File: src/design/ptp_pkg.sv
// constants, field layout and types of the ptp system time unit
package ptp_pkg;
	// register byte offsets
	localparam int ADDR_W = 12;
	localparam logic [11:0] OFF_TS_CTRL = 12'h700;
	localparam logic [11:0] OFF_SSINC = 12'h704;
	localparam logic [11:0] OFF_TIME_SEC = 12'h708;
	localparam logic [11:0] OFF_TIME_SUB = 12'h70C;
	localparam logic [11:0] OFF_UPD_SEC = 12'h710;
	localparam logic [11:0] OFF_UPD_SUB = 12'h714;
	localparam logic [11:0] OFF_ADDEND = 12'h718;
	localparam logic [11:0] OFF_TGT_SEC = 12'h71C;
	localparam logic [11:0] OFF_TGT_NS = 12'h720;
	localparam logic [11:0] OFF_FLAGS = 12'h728;
	localparam logic [11:0] OFF_PPS_CTRL = 12'h72C;
	// reset values and writable masks
	localparam logic [31:0] TS_CTRL_RESET = 32'h0000_2000;
	localparam logic [31:0] TS_CTRL_MASK = 32'h0007_FF3F;
	localparam logic [31:0] REG_RESET = 32'h0000_0000;
	localparam logic [31:0] SSINC_MASK = 32'h0000_00FF;
	localparam logic [31:0] PPS_MASK = 32'h0000_000F;
	// timestamp control fields
	localparam int CTL_TS_EN = 0;
	localparam int CTL_FINE = 1;
	localparam int CTL_INIT = 2;
	localparam int CTL_UPD = 3;
	localparam int CTL_TGT_IE = 4;
	localparam int CTL_ADD_UPD = 5;
	localparam int CTL_ALL = 8;
	localparam int CTL_ROLL = 9;
	localparam int CTL_VER = 10;
	localparam int CTL_RAW = 11;
	localparam int CTL_IP6 = 12;
	localparam int CTL_IP4 = 13;
	localparam int CTL_EVT = 14;
	localparam int CTL_MST = 15;
	localparam int CTL_NODE = 16;
	// flag and sign fields
	localparam int FLG_OVF = 0;
	localparam int FLG_MATCH = 1;
	localparam int SIGN_BIT = 31;
	// subsecond rollover points
	localparam logic [30:0] ROLL_BINARY = 31'h7FFF_FFFF;
	localparam logic [30:0] ROLL_DIGITAL = 31'h3B9A_C9FF;
	// pps pulse width for code zero, in ms, and in subsecond units
	localparam int PPS_WIDTH_BINARY_MS = 125;
	localparam int PPS_WIDTH_DIGITAL_MS = 100;
	localparam logic [30:0] PPS_WIDTH_BINARY_SUB =
		31'((64'h8000_0000 * PPS_WIDTH_BINARY_MS) / 1000);
	localparam logic [30:0] PPS_WIDTH_DIGITAL_SUB =
		31'(PPS_WIDTH_DIGITAL_MS * 1_000_000);
	typedef enum logic [1:0] {
		CLASS_OTHER = 2'b00,
		CLASS_RAW = 2'b01,
		CLASS_IPV4 = 2'b10,
		CLASS_IPV6 = 2'b11
	} frame_class_type;
	typedef enum logic [1:0] {
		NODE_ORDINARY = 2'b00,
		NODE_BOUNDARY = 2'b01,
		NODE_E2E = 2'b10,
		NODE_P2P = 2'b11
	} node_type_type;
	// message kinds in version 2 numbering
	typedef enum logic [3:0] {
		MSG_SYNC = 4'h0,
		MSG_DELAY_REQ = 4'h1,
		MSG_PDELAY_REQ = 4'h2,
		MSG_PDELAY_RESP = 4'h3,
		MSG_FOLLOW_UP = 4'h8,
		MSG_DELAY_RESP = 4'h9,
		MSG_PDELAY_FUP = 4'hA,
		MSG_ANNOUNCE = 4'hB,
		MSG_SIGNALING = 4'hC,
		MSG_MANAGEMENT = 4'hD,
		MSG_NONE = 4'hF
	} msg_type_type;
endpackage

File: src/design/snap_if.sv
// snapshot selection signals between the time unit and its filter
`timescale 1ns/1ns
`default_nettype none
interface snap_if;
	logic ts_enable;
	logic all_frames;
	logic version2;
	logic ipv4_en;
	logic ipv6_en;
	logic raw_en;
	logic event_only;
	logic master_sel;
	logic [1:0] node_type;
	logic frame_valid;
	logic [1:0] frame_class;
	logic [7:0] msg_field;
	logic take;
	modport owner (
		output ts_enable, all_frames, version2, ipv4_en, ipv6_en, raw_en,
		output event_only, master_sel, node_type,
		output frame_valid, frame_class, msg_field,
		input take
	);
	modport filter (
		input ts_enable, all_frames, version2, ipv4_en, ipv6_en, raw_en,
		input event_only, master_sel, node_type,
		input frame_valid, frame_class, msg_field,
		output take
	);
endinterface
`default_nettype wire

File: src/design/snapshot_filter.sv
// received frame snapshot selection by class, node type and message
`timescale 1ns/1ns
`default_nettype none
module snapshot_filter (
	// selection settings and frame facts
	snap_if.filter sif
);
	// version 1 control field mapped onto version 2 kinds
	function automatic ptp_pkg::msg_type_type kind_of(
		input logic v2, input logic [7:0] field);
		ptp_pkg::msg_type_type k;
		k = ptp_pkg::MSG_NONE;
		if (v2) begin
			k = ptp_pkg::msg_type_type'(field[3:0]);
		end else begin
			case (field)
				8'h00: k = ptp_pkg::MSG_SYNC;
				8'h01: k = ptp_pkg::MSG_DELAY_REQ;
				8'h02: k = ptp_pkg::MSG_FOLLOW_UP;
				8'h03: k = ptp_pkg::MSG_DELAY_RESP;
				8'h04: k = ptp_pkg::MSG_MANAGEMENT;
				default: k = ptp_pkg::MSG_NONE;
			endcase
		end
		return k;
	endfunction
	logic class_ok;
	logic type_ok;
	ptp_pkg::msg_type_type kind;
	logic is_sync, is_dreq, is_fup, is_dresp, is_pdreq, is_pdresp, is_gen;
	assign kind = kind_of(sif.version2, sif.msg_field);
	assign is_sync = (kind == ptp_pkg::MSG_SYNC);
	assign is_dreq = (kind == ptp_pkg::MSG_DELAY_REQ);
	assign is_fup = (kind == ptp_pkg::MSG_FOLLOW_UP);
	assign is_dresp = (kind == ptp_pkg::MSG_DELAY_RESP);
	assign is_pdreq = (kind == ptp_pkg::MSG_PDELAY_REQ);
	assign is_pdresp = (kind == ptp_pkg::MSG_PDELAY_RESP);
	// any valid kind other than announce, management, signaling
	assign is_gen = (kind != ptp_pkg::MSG_ANNOUNCE) &&
		(kind != ptp_pkg::MSG_MANAGEMENT) &&
		(kind != ptp_pkg::MSG_SIGNALING) && (kind != ptp_pkg::MSG_NONE);
	// per class enables; untyped frames never qualify
	always_comb begin
		case (ptp_pkg::frame_class_type'(sif.frame_class))
			ptp_pkg::CLASS_IPV4: class_ok = sif.ipv4_en;
			ptp_pkg::CLASS_IPV6: class_ok = sif.ipv6_en;
			ptp_pkg::CLASS_RAW: class_ok = sif.raw_en;
			default: class_ok = 1'b0;
		endcase
	end
	// message table per node type and event-only setting
	always_comb begin
		case (ptp_pkg::node_type_type'(sif.node_type))
			ptp_pkg::NODE_ORDINARY, ptp_pkg::NODE_BOUNDARY: begin
				if (sif.event_only) begin
					// master side stamps requests, slave side syncs
					type_ok = sif.master_sel ? is_dreq : is_sync;
				end else begin
					type_ok = is_sync | is_fup | is_dreq | is_dresp;
				end
			end
			ptp_pkg::NODE_E2E: begin
				type_ok = sif.event_only ? (is_sync | is_fup) :
					(is_sync | is_fup | is_dreq | is_dresp);
			end
			ptp_pkg::NODE_P2P: begin
				// event-only narrows to event kinds, else all but announce, management, signaling
				type_ok = sif.event_only ? (is_sync | is_pdreq | is_pdresp) :
					is_gen;
			end
			default: type_ok = 1'b0;
		endcase
	end
	// all-frames mode bypasses the class and message filters
	assign sif.take = sif.frame_valid & sif.ts_enable &
		(sif.all_frames | (class_ok & type_ok));
endmodule
`default_nettype wire

File: src/design/ptp_system_time_unit.sv
// ptp system time keeping, target compare, pps and frame snapshots
`timescale 1ns/1ns
`default_nettype none
// What this block does
// - event-only clear on peer-to-peer nodes stamps all kinds but announce, management, signaling
// - separate enables for ipv4, ipv6 and raw ethernet ptp frames
// - version bit picks version 1 or version 2 message parsing
// - subseconds wrap after 0x7FFFFFFF binary or 0x3B9AC9FF digital
// - all-frames enable stamps every received frame
// - addend update bit loads addend into fine logic, self clears
// - target interrupt fires once time reaches or passes target; enable self clears
// - update bit adds or subtracts update value, then self clears
// - initialize bit loads time from update registers, then self clears
// - method bit picks coarse or fine accumulator advance
// - timestamp enable gates stamping; software initializes time after
// - ordinary and boundary node message selection table
// - transparent end-to-end and peer-to-peer message selection
// - 8-bit increment added each cycle coarse, each overflow fine
// - fine mode adds addend to 32-bit accumulator each cycle
// - time readable as seconds plus sign and 31-bit subseconds
// - update sign adds when 0, subtracts when 1; 0 for init
// - match flag set at or past target while target interrupt enabled; flag read clears it
// - seconds overflow flag set when seconds pass 0xFFFFFFFF
// - 4-bit pps code; code 0 is 1 Hz, 125 or 100 ms
// - nonzero pps codes give 2^code Hz at half duty with binary rollover
// - two-bit node type selects snapshot behaviour
// - master select matters only for ordinary and boundary nodes
module ptp_system_time_unit (
	// clock and reset
	input wire logic pclk,
	input wire logic presetn,
	// apb slave
	input wire logic psel,
	input wire logic penable,
	input wire logic pwrite,
	input wire logic [ptp_pkg::ADDR_W-1:0] paddr,
	input wire logic [31:0] pwdata,
	input wire logic [3:0] pstrb,
	output logic [31:0] prdata,
	output logic pready,
	output logic pslverr,
	// receive frame path
	input wire logic rx_frame_valid,
	input wire logic [1:0] rx_frame_class,
	input wire logic [7:0] rx_msg_field,
	output logic rx_snap_valid,
	output logic [31:0] rx_snap_seconds,
	output logic [31:0] rx_snap_subseconds,
	// transmit frame path
	input wire logic tx_frame_start,
	output logic tx_snap_valid,
	output logic [31:0] tx_snap_seconds,
	output logic [31:0] tx_snap_subseconds,
	// time outputs
	output logic pps_out,
	output logic ts_irq
);
	// byte lane merge of a write into an old value
	function automatic logic [31:0] merge(input logic [31:0] old,
		input logic [31:0] wd, input logic [3:0] strb);
		logic [31:0] r;
		r = old;
		for (int i = 0; i < 4; i++) begin
			if (strb[i]) begin
				r[8*i +: 8] = wd[8*i +: 8];
			end
		end
		return r;
	endfunction
	// highest subsecond value before wrap
	function automatic logic [30:0] roll_max(input logic digital);
		return digital ? ptp_pkg::ROLL_DIGITAL : ptp_pkg::ROLL_BINARY;
	endfunction
	// mapped offsets
	function automatic logic hit(input logic [ptp_pkg::ADDR_W-1:0] a);
		case (a)
			ptp_pkg::OFF_TS_CTRL, ptp_pkg::OFF_SSINC,
			ptp_pkg::OFF_TIME_SEC, ptp_pkg::OFF_TIME_SUB,
			ptp_pkg::OFF_UPD_SEC, ptp_pkg::OFF_UPD_SUB,
			ptp_pkg::OFF_ADDEND, ptp_pkg::OFF_TGT_SEC,
			ptp_pkg::OFF_TGT_NS, ptp_pkg::OFF_FLAGS,
			ptp_pkg::OFF_PPS_CTRL: return 1'b1;
			default: return 1'b0;
		endcase
	endfunction
	logic [31:0] ctrl_q, ssinc_q, upd_sec_q, upd_sub_q, addend_q;
	logic [31:0] tgt_sec_q, tgt_ns_q, pps_ctrl_q, prdata_q;
	logic [31:0] addend_act_q, acc_q, sec_q, hw_clr;
	logic [30:0] sub_q, rmax;
	logic sign_q, match_q, ovf_q, irq_q;
	logic setup, access, wr, rd_setup;
	logic ts_en, fine, do_init, do_upd, do_add, tick, acc_carry;
	logic [31:0] acc_sum, sub_span, sub_inc, sub_add, sub_dif;
	logic [32:0] sec_add, sec_dif;
	logic reach, match_ev, ovf_ev, flag_rd;
	snap_if sif ();
	// apb phases; zero wait, data already captured at setup
	assign setup = psel & ~penable;
	assign access = psel & penable;
	assign wr = access & pwrite & hit(paddr);
	assign rd_setup = setup & ~pwrite;
	assign pready = 1'b1;
	assign pslverr = access & ~hit(paddr);
	assign prdata = prdata_q;
	assign ts_en = ctrl_q[ptp_pkg::CTL_TS_EN];
	assign fine = ctrl_q[ptp_pkg::CTL_FINE];
	assign do_init = ctrl_q[ptp_pkg::CTL_INIT];
	assign do_upd = ctrl_q[ptp_pkg::CTL_UPD] & ~do_init;
	assign do_add = ctrl_q[ptp_pkg::CTL_ADD_UPD];
	assign rmax = roll_max(ctrl_q[ptp_pkg::CTL_ROLL]);
	assign sub_span = {1'b0, rmax} + 32'h0000_0001;
	// hardware clears each request bit on the same edge that acts on it
	always_comb begin
		hw_clr = 32'h0000_0000;
		hw_clr[ptp_pkg::CTL_INIT] = do_init;
		hw_clr[ptp_pkg::CTL_UPD] = do_upd;
		hw_clr[ptp_pkg::CTL_ADD_UPD] = do_add;
		hw_clr[ptp_pkg::CTL_TGT_IE] = match_ev;
	end
	// control register; a software write wins over a hardware clear
	always_ff @(posedge pclk or negedge presetn) begin
		if (!presetn) begin
			ctrl_q <= ptp_pkg::TS_CTRL_RESET;
		end else if (wr && paddr == ptp_pkg::OFF_TS_CTRL) begin
			ctrl_q <= merge(ctrl_q, pwdata, pstrb) & ptp_pkg::TS_CTRL_MASK;
		end else begin
			ctrl_q <= ctrl_q & ~hw_clr;
		end
	end
	// plain read-write registers
	always_ff @(posedge pclk or negedge presetn) begin
		if (!presetn) begin
			ssinc_q <= ptp_pkg::REG_RESET;
			upd_sec_q <= ptp_pkg::REG_RESET;
			upd_sub_q <= ptp_pkg::REG_RESET;
			addend_q <= ptp_pkg::REG_RESET;
			tgt_sec_q <= ptp_pkg::REG_RESET;
			tgt_ns_q <= ptp_pkg::REG_RESET;
			pps_ctrl_q <= ptp_pkg::REG_RESET;
		end else if (wr) begin
			case (paddr)
				ptp_pkg::OFF_SSINC:
					ssinc_q <= merge(ssinc_q, pwdata, pstrb) & ptp_pkg::SSINC_MASK;
				ptp_pkg::OFF_UPD_SEC: upd_sec_q <= merge(upd_sec_q, pwdata, pstrb);
				ptp_pkg::OFF_UPD_SUB: upd_sub_q <= merge(upd_sub_q, pwdata, pstrb);
				ptp_pkg::OFF_ADDEND: addend_q <= merge(addend_q, pwdata, pstrb);
				ptp_pkg::OFF_TGT_SEC: tgt_sec_q <= merge(tgt_sec_q, pwdata, pstrb);
				ptp_pkg::OFF_TGT_NS: tgt_ns_q <= merge(tgt_ns_q, pwdata, pstrb);
				ptp_pkg::OFF_PPS_CTRL:
					pps_ctrl_q <= merge(pps_ctrl_q, pwdata, pstrb) & ptp_pkg::PPS_MASK;
				default: ;
			endcase
		end
	end
	// read data captured at setup so it stands through the access phase
	always_ff @(posedge pclk or negedge presetn) begin
		if (!presetn) begin
			prdata_q <= 32'h0000_0000;
		end else if (rd_setup) begin
			case (paddr)
				ptp_pkg::OFF_TS_CTRL: prdata_q <= ctrl_q;
				ptp_pkg::OFF_SSINC: prdata_q <= ssinc_q;
				ptp_pkg::OFF_TIME_SEC: prdata_q <= sec_q;
				ptp_pkg::OFF_TIME_SUB: prdata_q <= {sign_q, sub_q};
				ptp_pkg::OFF_UPD_SEC: prdata_q <= upd_sec_q;
				ptp_pkg::OFF_UPD_SUB: prdata_q <= upd_sub_q;
				ptp_pkg::OFF_ADDEND: prdata_q <= addend_q;
				ptp_pkg::OFF_TGT_SEC: prdata_q <= tgt_sec_q;
				ptp_pkg::OFF_TGT_NS: prdata_q <= tgt_ns_q;
				ptp_pkg::OFF_FLAGS: prdata_q <= {30'h0000_0000, match_q, ovf_q};
				ptp_pkg::OFF_PPS_CTRL: prdata_q <= pps_ctrl_q;
				default: prdata_q <= 32'h0000_0000;
			endcase
		end
	end
	// addend moves to the accumulator path only on request
	always_ff @(posedge pclk or negedge presetn) begin
		if (!presetn) begin
			addend_act_q <= 32'h0000_0000;
		end else if (do_add) begin
			addend_act_q <= addend_q;
		end
	end
	// fine accumulator; its carry paces the time in fine mode
	assign acc_sum = acc_q + addend_act_q;
	assign acc_carry = (acc_sum < acc_q);
	always_ff @(posedge pclk or negedge presetn) begin
		if (!presetn) begin
			acc_q <= 32'h0000_0000;
		end else if (ts_en && fine) begin
			acc_q <= acc_sum;
		end
	end
	assign tick = ts_en & (fine ? acc_carry : 1'b1);
	// subsecond arithmetic in 32 bits so the wrap test cannot overflow
	assign sub_inc = {1'b0, sub_q} + {24'h00_0000, ssinc_q[7:0]};
	assign sub_add = {1'b0, sub_q} + {1'b0, upd_sub_q[30:0]};
	assign sub_dif = {1'b0, sub_q} - {1'b0, upd_sub_q[30:0]};
	assign sec_add = {1'b0, sec_q} + {1'b0, upd_sec_q} +
		{32'h0000_0000, (sub_add >= sub_span)};
	assign sec_dif = {1'b0, sec_q} - {1'b0, upd_sec_q} -
		{32'h0000_0000, sub_dif[31]};
	// system time: initialize, then offset update, then normal advance
	always_ff @(posedge pclk or negedge presetn) begin
		if (!presetn) begin
			sec_q <= 32'h0000_0000;
			sub_q <= 31'h0000_0000;
			sign_q <= 1'b0;
		end else if (do_init) begin
			sec_q <= upd_sec_q;
			sub_q <= upd_sub_q[30:0];
			sign_q <= 1'b0;
		end else if (do_upd) begin
			if (!upd_sub_q[ptp_pkg::SIGN_BIT]) begin
				sec_q <= sec_add[31:0];
				sub_q <= (sub_add >= sub_span) ?
					31'(sub_add - sub_span) : sub_add[30:0];
			end else begin
				// borrow below zero seconds only flags the sign
				sec_q <= sec_dif[31:0];
				sub_q <= sub_dif[31] ? 31'(sub_dif + sub_span) : sub_dif[30:0];
				sign_q <= sec_dif[32];
			end
		end else if (tick) begin
			if (sub_inc > {1'b0, rmax}) begin
				sub_q <= 31'(sub_inc - sub_span);
				sec_q <= sec_q + 32'h0000_0001;
			end else begin
				sub_q <= sub_inc[30:0];
			end
		end
	end
	// seconds wrap events from advance or offset add
	assign ovf_ev = (tick && !do_init && !do_upd && sub_inc > {1'b0, rmax} &&
		sec_q == 32'hFFFF_FFFF) ||
		(do_upd && !upd_sub_q[ptp_pkg::SIGN_BIT] && sec_add[32]);
	// unsigned compare on magnitudes; the nanosecond sign bit is ignored
	assign reach = ts_en && ({sec_q, sub_q} >= {tgt_sec_q, tgt_ns_q[30:0]});
	assign match_ev = reach & ctrl_q[ptp_pkg::CTL_TGT_IE];
	assign flag_rd = rd_setup && paddr == ptp_pkg::OFF_FLAGS;
	// sticky flags; a new event beats the clear in the same cycle
	always_ff @(posedge pclk or negedge presetn) begin
		if (!presetn) begin
			match_q <= 1'b0;
		end else if (match_ev) begin
			match_q <= 1'b1;
		end else if (flag_rd) begin
			match_q <= 1'b0;
		end
	end
	always_ff @(posedge pclk or negedge presetn) begin
		if (!presetn) begin
			ovf_q <= 1'b0;
		end else if (ovf_ev) begin
			ovf_q <= 1'b1;
		end else if (wr && paddr == ptp_pkg::OFF_FLAGS &&
			pstrb[0] && pwdata[ptp_pkg::FLG_OVF]) begin
			ovf_q <= 1'b0;
		end
	end
	// one pulse per match; enable clears so it fires once
	always_ff @(posedge pclk or negedge presetn) begin
		if (!presetn) begin
			irq_q <= 1'b0;
		end else begin
			irq_q <= match_ev;
		end
	end
	assign ts_irq = irq_q;
	// pps from subsecond bits; digital rollover only exact for code 0
	always_ff @(posedge pclk or negedge presetn) begin
		if (!presetn) begin
			pps_out <= 1'b0;
		end else if (!ts_en) begin
			pps_out <= 1'b0;
		end else if (pps_ctrl_q[3:0] == 4'h0) begin
			pps_out <= sub_q < (ctrl_q[ptp_pkg::CTL_ROLL] ?
				ptp_pkg::PPS_WIDTH_DIGITAL_SUB :
				ptp_pkg::PPS_WIDTH_BINARY_SUB);
		end else begin
			pps_out <= sub_q[5'd30 - {1'b0, pps_ctrl_q[3:0]}];
		end
	end
	// settings and frame facts for the receive filter
	assign sif.ts_enable = ts_en;
	assign sif.all_frames = ctrl_q[ptp_pkg::CTL_ALL];
	assign sif.version2 = ctrl_q[ptp_pkg::CTL_VER];
	assign sif.ipv4_en = ctrl_q[ptp_pkg::CTL_IP4];
	assign sif.ipv6_en = ctrl_q[ptp_pkg::CTL_IP6];
	assign sif.raw_en = ctrl_q[ptp_pkg::CTL_RAW];
	assign sif.event_only = ctrl_q[ptp_pkg::CTL_EVT];
	assign sif.master_sel = ctrl_q[ptp_pkg::CTL_MST];
	assign sif.node_type = ctrl_q[ptp_pkg::CTL_NODE +: 2];
	assign sif.frame_valid = rx_frame_valid;
	assign sif.frame_class = rx_frame_class;
	assign sif.msg_field = rx_msg_field;
	snapshot_filter u_filter (
		.sif(sif.filter)
	);
	// receive snapshot holds until the next taken frame
	always_ff @(posedge pclk or negedge presetn) begin
		if (!presetn) begin
			rx_snap_valid <= 1'b0;
			rx_snap_seconds <= 32'h0000_0000;
			rx_snap_subseconds <= 32'h0000_0000;
		end else begin
			rx_snap_valid <= sif.take;
			if (sif.take) begin
				rx_snap_seconds <= sec_q;
				rx_snap_subseconds <= {sign_q, sub_q};
			end
		end
	end
	// transmit snapshot at frame start while stamping is on
	always_ff @(posedge pclk or negedge presetn) begin
		if (!presetn) begin
			tx_snap_valid <= 1'b0;
			tx_snap_seconds <= 32'h0000_0000;
			tx_snap_subseconds <= 32'h0000_0000;
		end else begin
			tx_snap_valid <= tx_frame_start & ts_en;
			if (tx_frame_start && ts_en) begin
				tx_snap_seconds <= sec_q;
				tx_snap_subseconds <= {sign_q, sub_q};
			end
		end
	end
endmodule
`default_nettype wire

File: config.mk
export PLATFORM = sky130hd
export DESIGN_NAME = ptp_system_time_unit
export DESIGN_NICKNAME = d
export VERILOG_FILES = /design/src/design/ptp_pkg.sv /design/src/design/snap_if.sv /design/src/design/snapshot_filter.sv /design/src/design/ptp_system_time_unit.sv
export SDC_FILE = /design/constraint.sdc
export NUM_CORES = 2
export LEC_CHECK = 0
export BUFFER_PORTS_ARGS = -buffer_cell sky130_fd_sc_hd__buf_4
export CAP_MARGIN = 20
export CORE_MARGIN = 4
export CORE_UTILIZATION = 35
export DETAILED_ROUTE_END_ITERATION = 10
export PLACE_DENSITY = 0.6
export SLEW_MARGIN = 20
export SYNTH_ARGS = -nofsm -noshare
export SYNTH_HDL_FRONTEND = slang
export SYNTH_SLANG_ARGS = --single-unit
File: constraint.sdc
create_clock -name pclk -period 9.8 [get_ports pclk]
set_input_delay 0.49 -clock pclk [delete_from_list [all_inputs] [get_ports pclk]]
set_output_delay 0.49 -clock pclk [all_outputs]
set_load 0.1 [all_outputs]
; Yosys cells after proc, flatten, opt, wreduce, memory -nomap -nowiden
; Cells that the tools add are included.
[totals]
regBits = 498
wordCells = 218
out_inout_bits = 166
[op_classes]
reduce_logical = 57
magnitude_cmp = 6
n_mux = 40
addsub = 14
n_eq_ne = 34
bitwise = 25
[ops]
columns = op, n
row1 = 32-bit case mux with 11 select lines, 1
row2 = 31-bit two-way mux, 8
row3 = 32-bit two-way mux, 6
row4 = 12-bit by 11-bit equality test with 1-bit output (second input constant), 11
row5 = 3-bit AND reduction, 22
row6 = 63-bit >= comparator, 1
row7 = 31-bit subtractor, 2
row8 = 32-bit by 32-bit adder with 33-bit output, 1
row9 = 33-bit by 1-bit adder with 33-bit output, 1
row10 = 32-bit by 32-bit subtractor with 33-bit output, 1
row11 = 33-bit by 1-bit subtractor with 33-bit output, 1
row12 = 31-bit by 1-bit adder with 32-bit output (second input constant), 1
row13 = 31-bit by 31-bit adder with 32-bit output, 1
row14 = 31-bit by 8-bit adder with 32-bit output, 1
row15 = 32-bit by 1-bit adder with 32-bit output (second input constant), 1
row16 = 32-bit adder, 1
row17 = 32-bit AND, 1
row18 = 32-bit equality test (second input constant), 1
row19 = 32-bit >= comparator, 1
row20 = 32-bit by 31-bit greater-than comparator with 1-bit output, 1
row21 = 32-bit less-than comparator, 1
row22 = 6-bit NOT with 32-bit output, 1
row23 = 31-bit by 31-bit subtractor with 32-bit output, 1
row24 = 31-bit adder, 1
row25 = other kinds (36), 108

; Depth between registers and ports, before layout
[logic_depth]
word_depth = 12
ltp_mapped = 41
depth_no_buf = 38

; By module
; A second synthesis with hierarchy kept.
[hier_totals]
hier_cells = 3988
area_unflattened_um2 = 37005.5
[modules_own_cells]
columns = module, seq_area_each_um2, n_inst, cells_each, area_per_inst_um2
row1 = ptp_system_time_unit, 12087.8, 1, 3952, 36772.8
row2 = snapshot_filter, 0.0, 1, 36, 232.7

; Worst setup path after synthesis
; No wires, ideal clock.
[synth_path]
path_kind = register to register
start = reg upd_sub_q[1]
end = reg ovf_q
setup_slack_ns = 2.095
arrival_time_ns = 7.568
path_buffers = 2
setup_time_ns = 0.137
stages_incl_launch_ff = 38
path_cell_list = dfrtp_1 inv_1 ha_1 nand2b_1 a221oi_1 and4b_1 or3_1 a221oi_4 o21ai_0 a21oi_1 o41ai_1 a21o_1 a21oi_1 xnor2_1 ha_1 a21oi_1 nand4b_1 o22ai_1 [... 2 more ...] buf_2 buf_2 fa_1 fa_1 o21bai_1 a21oi_1 nor2_1 nor2_1 nor2_1 o41ai_1 o221a_2 o31ai_1 a2111o_1 a21oi_1 o21ai_0 a21o_1 a21oi_1 o21ai_0
[synth_via]
elab_chain_cells = 6
elab_cells_between_ends = 7
[synth_rtl]
columns = element, line_no
row1 = "start, declared", ptp_system_time_unit.sv:86  ; logic [31:0] ctrl_q, ssinc_q, upd_sec_q, upd_sub_q, addend_q;
row2 = "start signal, assigned", ptp_system_time_unit.sv:135  ; upd_sub_q <= ptp_pkg::REG_RESET;
row3 = "start signal, assigned", ptp_system_time_unit.sv:145  ; ptp_pkg::OFF_UPD_SUB: upd_sub_q <= merge(upd_sub_q, pwdata, pstrb);
row4 = 31-bit by 31-bit adder with 32-bit output *, ptp_system_time_unit.sv:197  ; assign sub_add = {1'b0, sub_q} + {1'b0, upd_sub_q[30:0]};
row5 = 32-bit >= comparator *, ptp_system_time_unit.sv:200  ; {32'h0000_0000, (sub_add >= sub_span)};
row6 = 33-bit by 1-bit adder with 33-bit output *, ptp_system_time_unit.sv:199  ; assign sec_add = {1'b0, sec_q} + {1'b0, upd_sec_q} +
row7 = 1-bit logical AND *, ptp_system_time_unit.sv:236  ; (do_upd && !upd_sub_q[ptp_pkg::SIGN_BIT] && sec_add[32]);
row8 = 1-bit logical OR *, ptp_system_time_unit.sv:235  ; sec_q == 32'hFFFF_FFFF) ||
row9 = 1-bit two-way mux or 2-bit nonzero test (tied branches), -
row10 = "end signal, assigned", ptp_system_time_unit.sv:253  ; ovf_q <= 1'b0;
row11 = "end signal, assigned", ptp_system_time_unit.sv:255  ; ovf_q <= 1'b1;
row12 = "end signal, assigned", ptp_system_time_unit.sv:258  ; ovf_q <= 1'b0;
row13 = "end, declared", ptp_system_time_unit.sv:90  ; logic sign_q, match_q, ovf_q, irq_q;
; Every way passes the cells marked *; elsewhere a longest branch is shown, timed or not.
; A chain may end at the register's enable or synchronous reset.

; Worst setup path in the final report
; Same ends and word-level chain as after synthesis.

==> results.py <==
metrics = {
    "power": {
        "vdd_ir_drop_max_uv": 129,
        "p_leak_nw": 19.5,
        "power_density_nw_per_um2": 108,
    },
    "cells_and_area": {
        "design_area_um2": 41400,
        "syn_to_final_growth_pct": 14.3,
        "drive_gt1_share_pct": 17.4,
        "fin_nets": 4595,
    },
    "drt": {
        "wire_per_inst_um": 24.7,
        "avgViaCountPerCell": 5.81,
        "dr.pass1.iters": 6,
        "final_antenna_net_count": 0,
        "drt_iter0_drc": 3041,
        "route.vias.total": 32400,
        "drc": 0,
        "wirelength_um": 138000,
    },
    "timing": {
        "fin_crit_ns": 9.10,
        "finalClockSkew_ns": 0.0366,
        "maxSlewViolCount": 0,
        "maxSlewHeadroom_pct": 21.4,
        "fin_crit_sh_pct": 92.8,
        "fmax_mhz": 110,
        "timing.final.setup_violations": 0,
        "hold_violations": 0,
        "rsz0062_at_grt": "false",
        "tightest_slew_ns": 1.18,
        "setup_tns_ns": 0,
    },
    "global_route": {
        "antenna_found_initial": 13,
        "grt.overflow.total": 0,
        "grt_use_total_pct": 24.6,
        "grt_max_degree": 169,
        "use_met2_pct": 36.5,
        "grt_pass1_wl_um": 202000,
        "busiest_layer": "met2",
        "grt_pass1_vias": 30900,
        "gr-usage-met3_pct": 6.00,
        "use_met1_pct": 35.2,
    },
    "hold_path": {
        "hold_end": "upd_sub_q[27]",
        "min_path_cells": 2,
        "min_from": "pwdata[27]",
        "hold_class": "in2reg",
    },
    "yosys": {
        "synth-seq-cells": 483,
        "synth_nets": 4407,
        "synth-edff-count": 0,
        "synth_cells": 3980,
        "syn_area_per_cell_um2": 9.11,
        "yosysUniqueCellTypes": 100,
        "yosysMostFrequentCell": "dfrtp_1",
        "ys_dominant_reg_cell": "dfrtp_1",
        "synth_top_area_share_pct": 33.3,
        "synth_largest_area_cell": "dfrtp_1",
        "postSynth.asyncResetShare_pct": 100,
        "syn-cell-area_um2": 36200,
        "yosys_warnings": 0,
        "synth_commonest_cells": "482 x dfrtp_1, 356 x nand2_1, 354 x ha_1",
        "synth_area_leaders": "dfrtp_1 33%, ha_1 12%, mux2_2 8.5%, xnor2_1 4.0%, nand2_1 3.7%",
        "yosysSeqAreaShare_pct": 33.3,
    },
    "outcome": {
        "outcome": "finished, final reports clean",
    },
    "worst_setup_path": {
        "worstPathRequired_ns": 10.28,
        "start_kind": "register",
        "crit_buf_inv": 2,
        "critPathSlowestCell": "o41ai_1",
        "cp_common_cell": "a21oi_1",
        "critPathMaxFanout": 8,
        "max_stage_delay_ns": 0.68,
        "path_delay_family": "compound AO/OA/AOI/OAI gates",
        "endpoint_kind": "register",
        "critPathArrivalTime_ns": 9.58,
        "reg2reg_to": "ovf_q",
        "ff2ff_setup_slack_ns": 0.70,
        "reg2reg_depth": 35,
        "reg2reg_from": "upd_sub_q[1]",
        "path_class": "reg2reg",
    },
    "clock_tree": {
        "cts_buffers": 55,
        "path_clk_slew_ns": 0.06,
        "root_buffer": "clkbuf_16",
        "cts_sinks": 483,
        "post_cts_resized": 0,
        "cts_setup_buffers": 0,
        "cts_hold_buf": 1,
        "cts_max_path_buffers": 3,
        "cts_tree": "yes",
        "htreeDepth": 2,
        "clk_latency_ns": 0.65,
    },
    "floorplan": {
        "dieArea_um2": 109000,
        "rows": 117,
        "die_h_um": 330,
        "die_w_um": 330,
        "start_util_pct": 35.4,
        "ioPinCount": 231,
        "core_um2": 102000,
    },
    "flow_run": {
        "drv_cap": 0,
    },
    "placed_design": {
        "place_congestion": 0.944,
        "io_buffer_count": 229,
        "placed_area_um2": 39600,
        "dp_hpwl_um": 106000,
    },
}
report_power, final:
part | switching (mW) | internal [mW] | leakage [nW] | total, mW
sequential | 0.0298 | 2.02 | 6.67 | 2.04
combinational | 0.251 | 0.0609 | 12.0 | 0.311
clock | 0.906 | 1.21 | 0.897 | 2.12
total | 1.19 | 3.29 | 19.5 | 4.48
metrics by stage:
| stage | hold slack, ns | utilization [%] | total power [mW] | worst slack, ns | instances |
|---|---|---|---|---|---|
| detailed placement | 0.469 | 38.7 | 2.39 | 1.01 | 5478 |
| global placement | 0.464 | 38.7 | 2.39 | 1.13 | 5478 |
| finish | 0.151 | 40.5 | 4.48 | 0.703 | 5584 |
| floorplan | 0.194 | - | 2.25 | 2.10 | 3980 |
| CTS | 0.117 | 40.5 | 4.52 | 0.920 | 5579 |
| global route | 0.137 | 40.5 | 4.61 | 0.142 | 5579 |
worst max-delay path by stage:
stage | slack [ns] | to | from | cells after the start
6_report | 0.70 | ovf_q | upd_sub_q[1] | 35
5_1_grt | 0.14 | ovf_q | upd_sub_q[1] | 35
4_1_cts | 0.92 | ovf_q | sub_q[8] | 37
3_5_place_dp | 1.01 | ovf_q | sub_q[8] | 37
3_3_place_gp | 1.13 | ovf_q | upd_sub_q[1] | 35
2_1_floorplan | 2.10 | ovf_q | upd_sub_q[1] | 37
layout make-up:
type | count | area [µm²]
clock buffer | 81 | 1650
tap | 1368 | 1710
sequential | 483 | 12100
fill | 10300 | 60900
antenna | 5 | 12.5
inverter | 294 | 1100
timing repair buffer | 306 | 2320
clock inverter | 19 | 179
multi-input combinational | 3028 | 22400
layer usage:
metal  share of wire (%)  up-vias
li1                    -    14800
met1                  45    16000
met2                  42     1351
met3                 9.6      213
met4                 3.2       14
met5                0.17        -
cells by family (layout without fill, tap and decap cells):
kind of cell | after synthesis | in the layout | synth area share [%]
buf+inv | 469 | 700 | 5.06
mux | 297 | 297 | 9.32
flops | 483 | 483 | 33.3
simple gates | 1066 | 1066 | 14.0
xor+xnor | 227 | 227 | 5.48
other cells | 1 | 6 | 0.0103
fa+ha+maj | 362 | 362 | 12.7
compound gates | 1075 | 1075 | 20.1
cells in the final DEF, fill, tap and decap left out, types with 13 or more instances in the layout:
| cell type | instances |
|---|---|
| o21a_1 | 22 |
| nand3_1 | 71 |
| a221oi_1 | 66 |
| inv_1 | 289 |
| a31oi_1 | 68 |
| xnor2_1 | 164 |
| o211ai_1 | 26 |
| nand2b_1 | 50 |
| a211oi_1 | 36 |
| nand4_1 | 36 |
| and2_1 | 25 |
| nand2_1 | 355 |
| mux2i_1 | 17 |
| o21bai_1 | 32 |
| o21ai_0 | 225 |
| clkbuf_8 | 15 |
| or3_1 | 22 |
| a222oi_1 | 28 |
| nor2b_1 | 56 |
| xor2_1 | 63 |
| a22oi_1 | 24 |
| ha_1 | 354 |
| clkbuf_16 | 56 |
| dfrtp_1 | 480 |
| a22o_1 | 43 |
| a21oi_1 | 252 |
| and3_1 | 34 |
| a21o_1 | 68 |
| buf_4 | 303 |
| nor4_1 | 19 |
| o31ai_1 | 23 |
| nor2_1 | 262 |
| a311oi_1 | 13 |
| mux2_2 | 274 |
| nor3_1 | 53 |
Note: power is estimated with default switching activity, not from simulation.
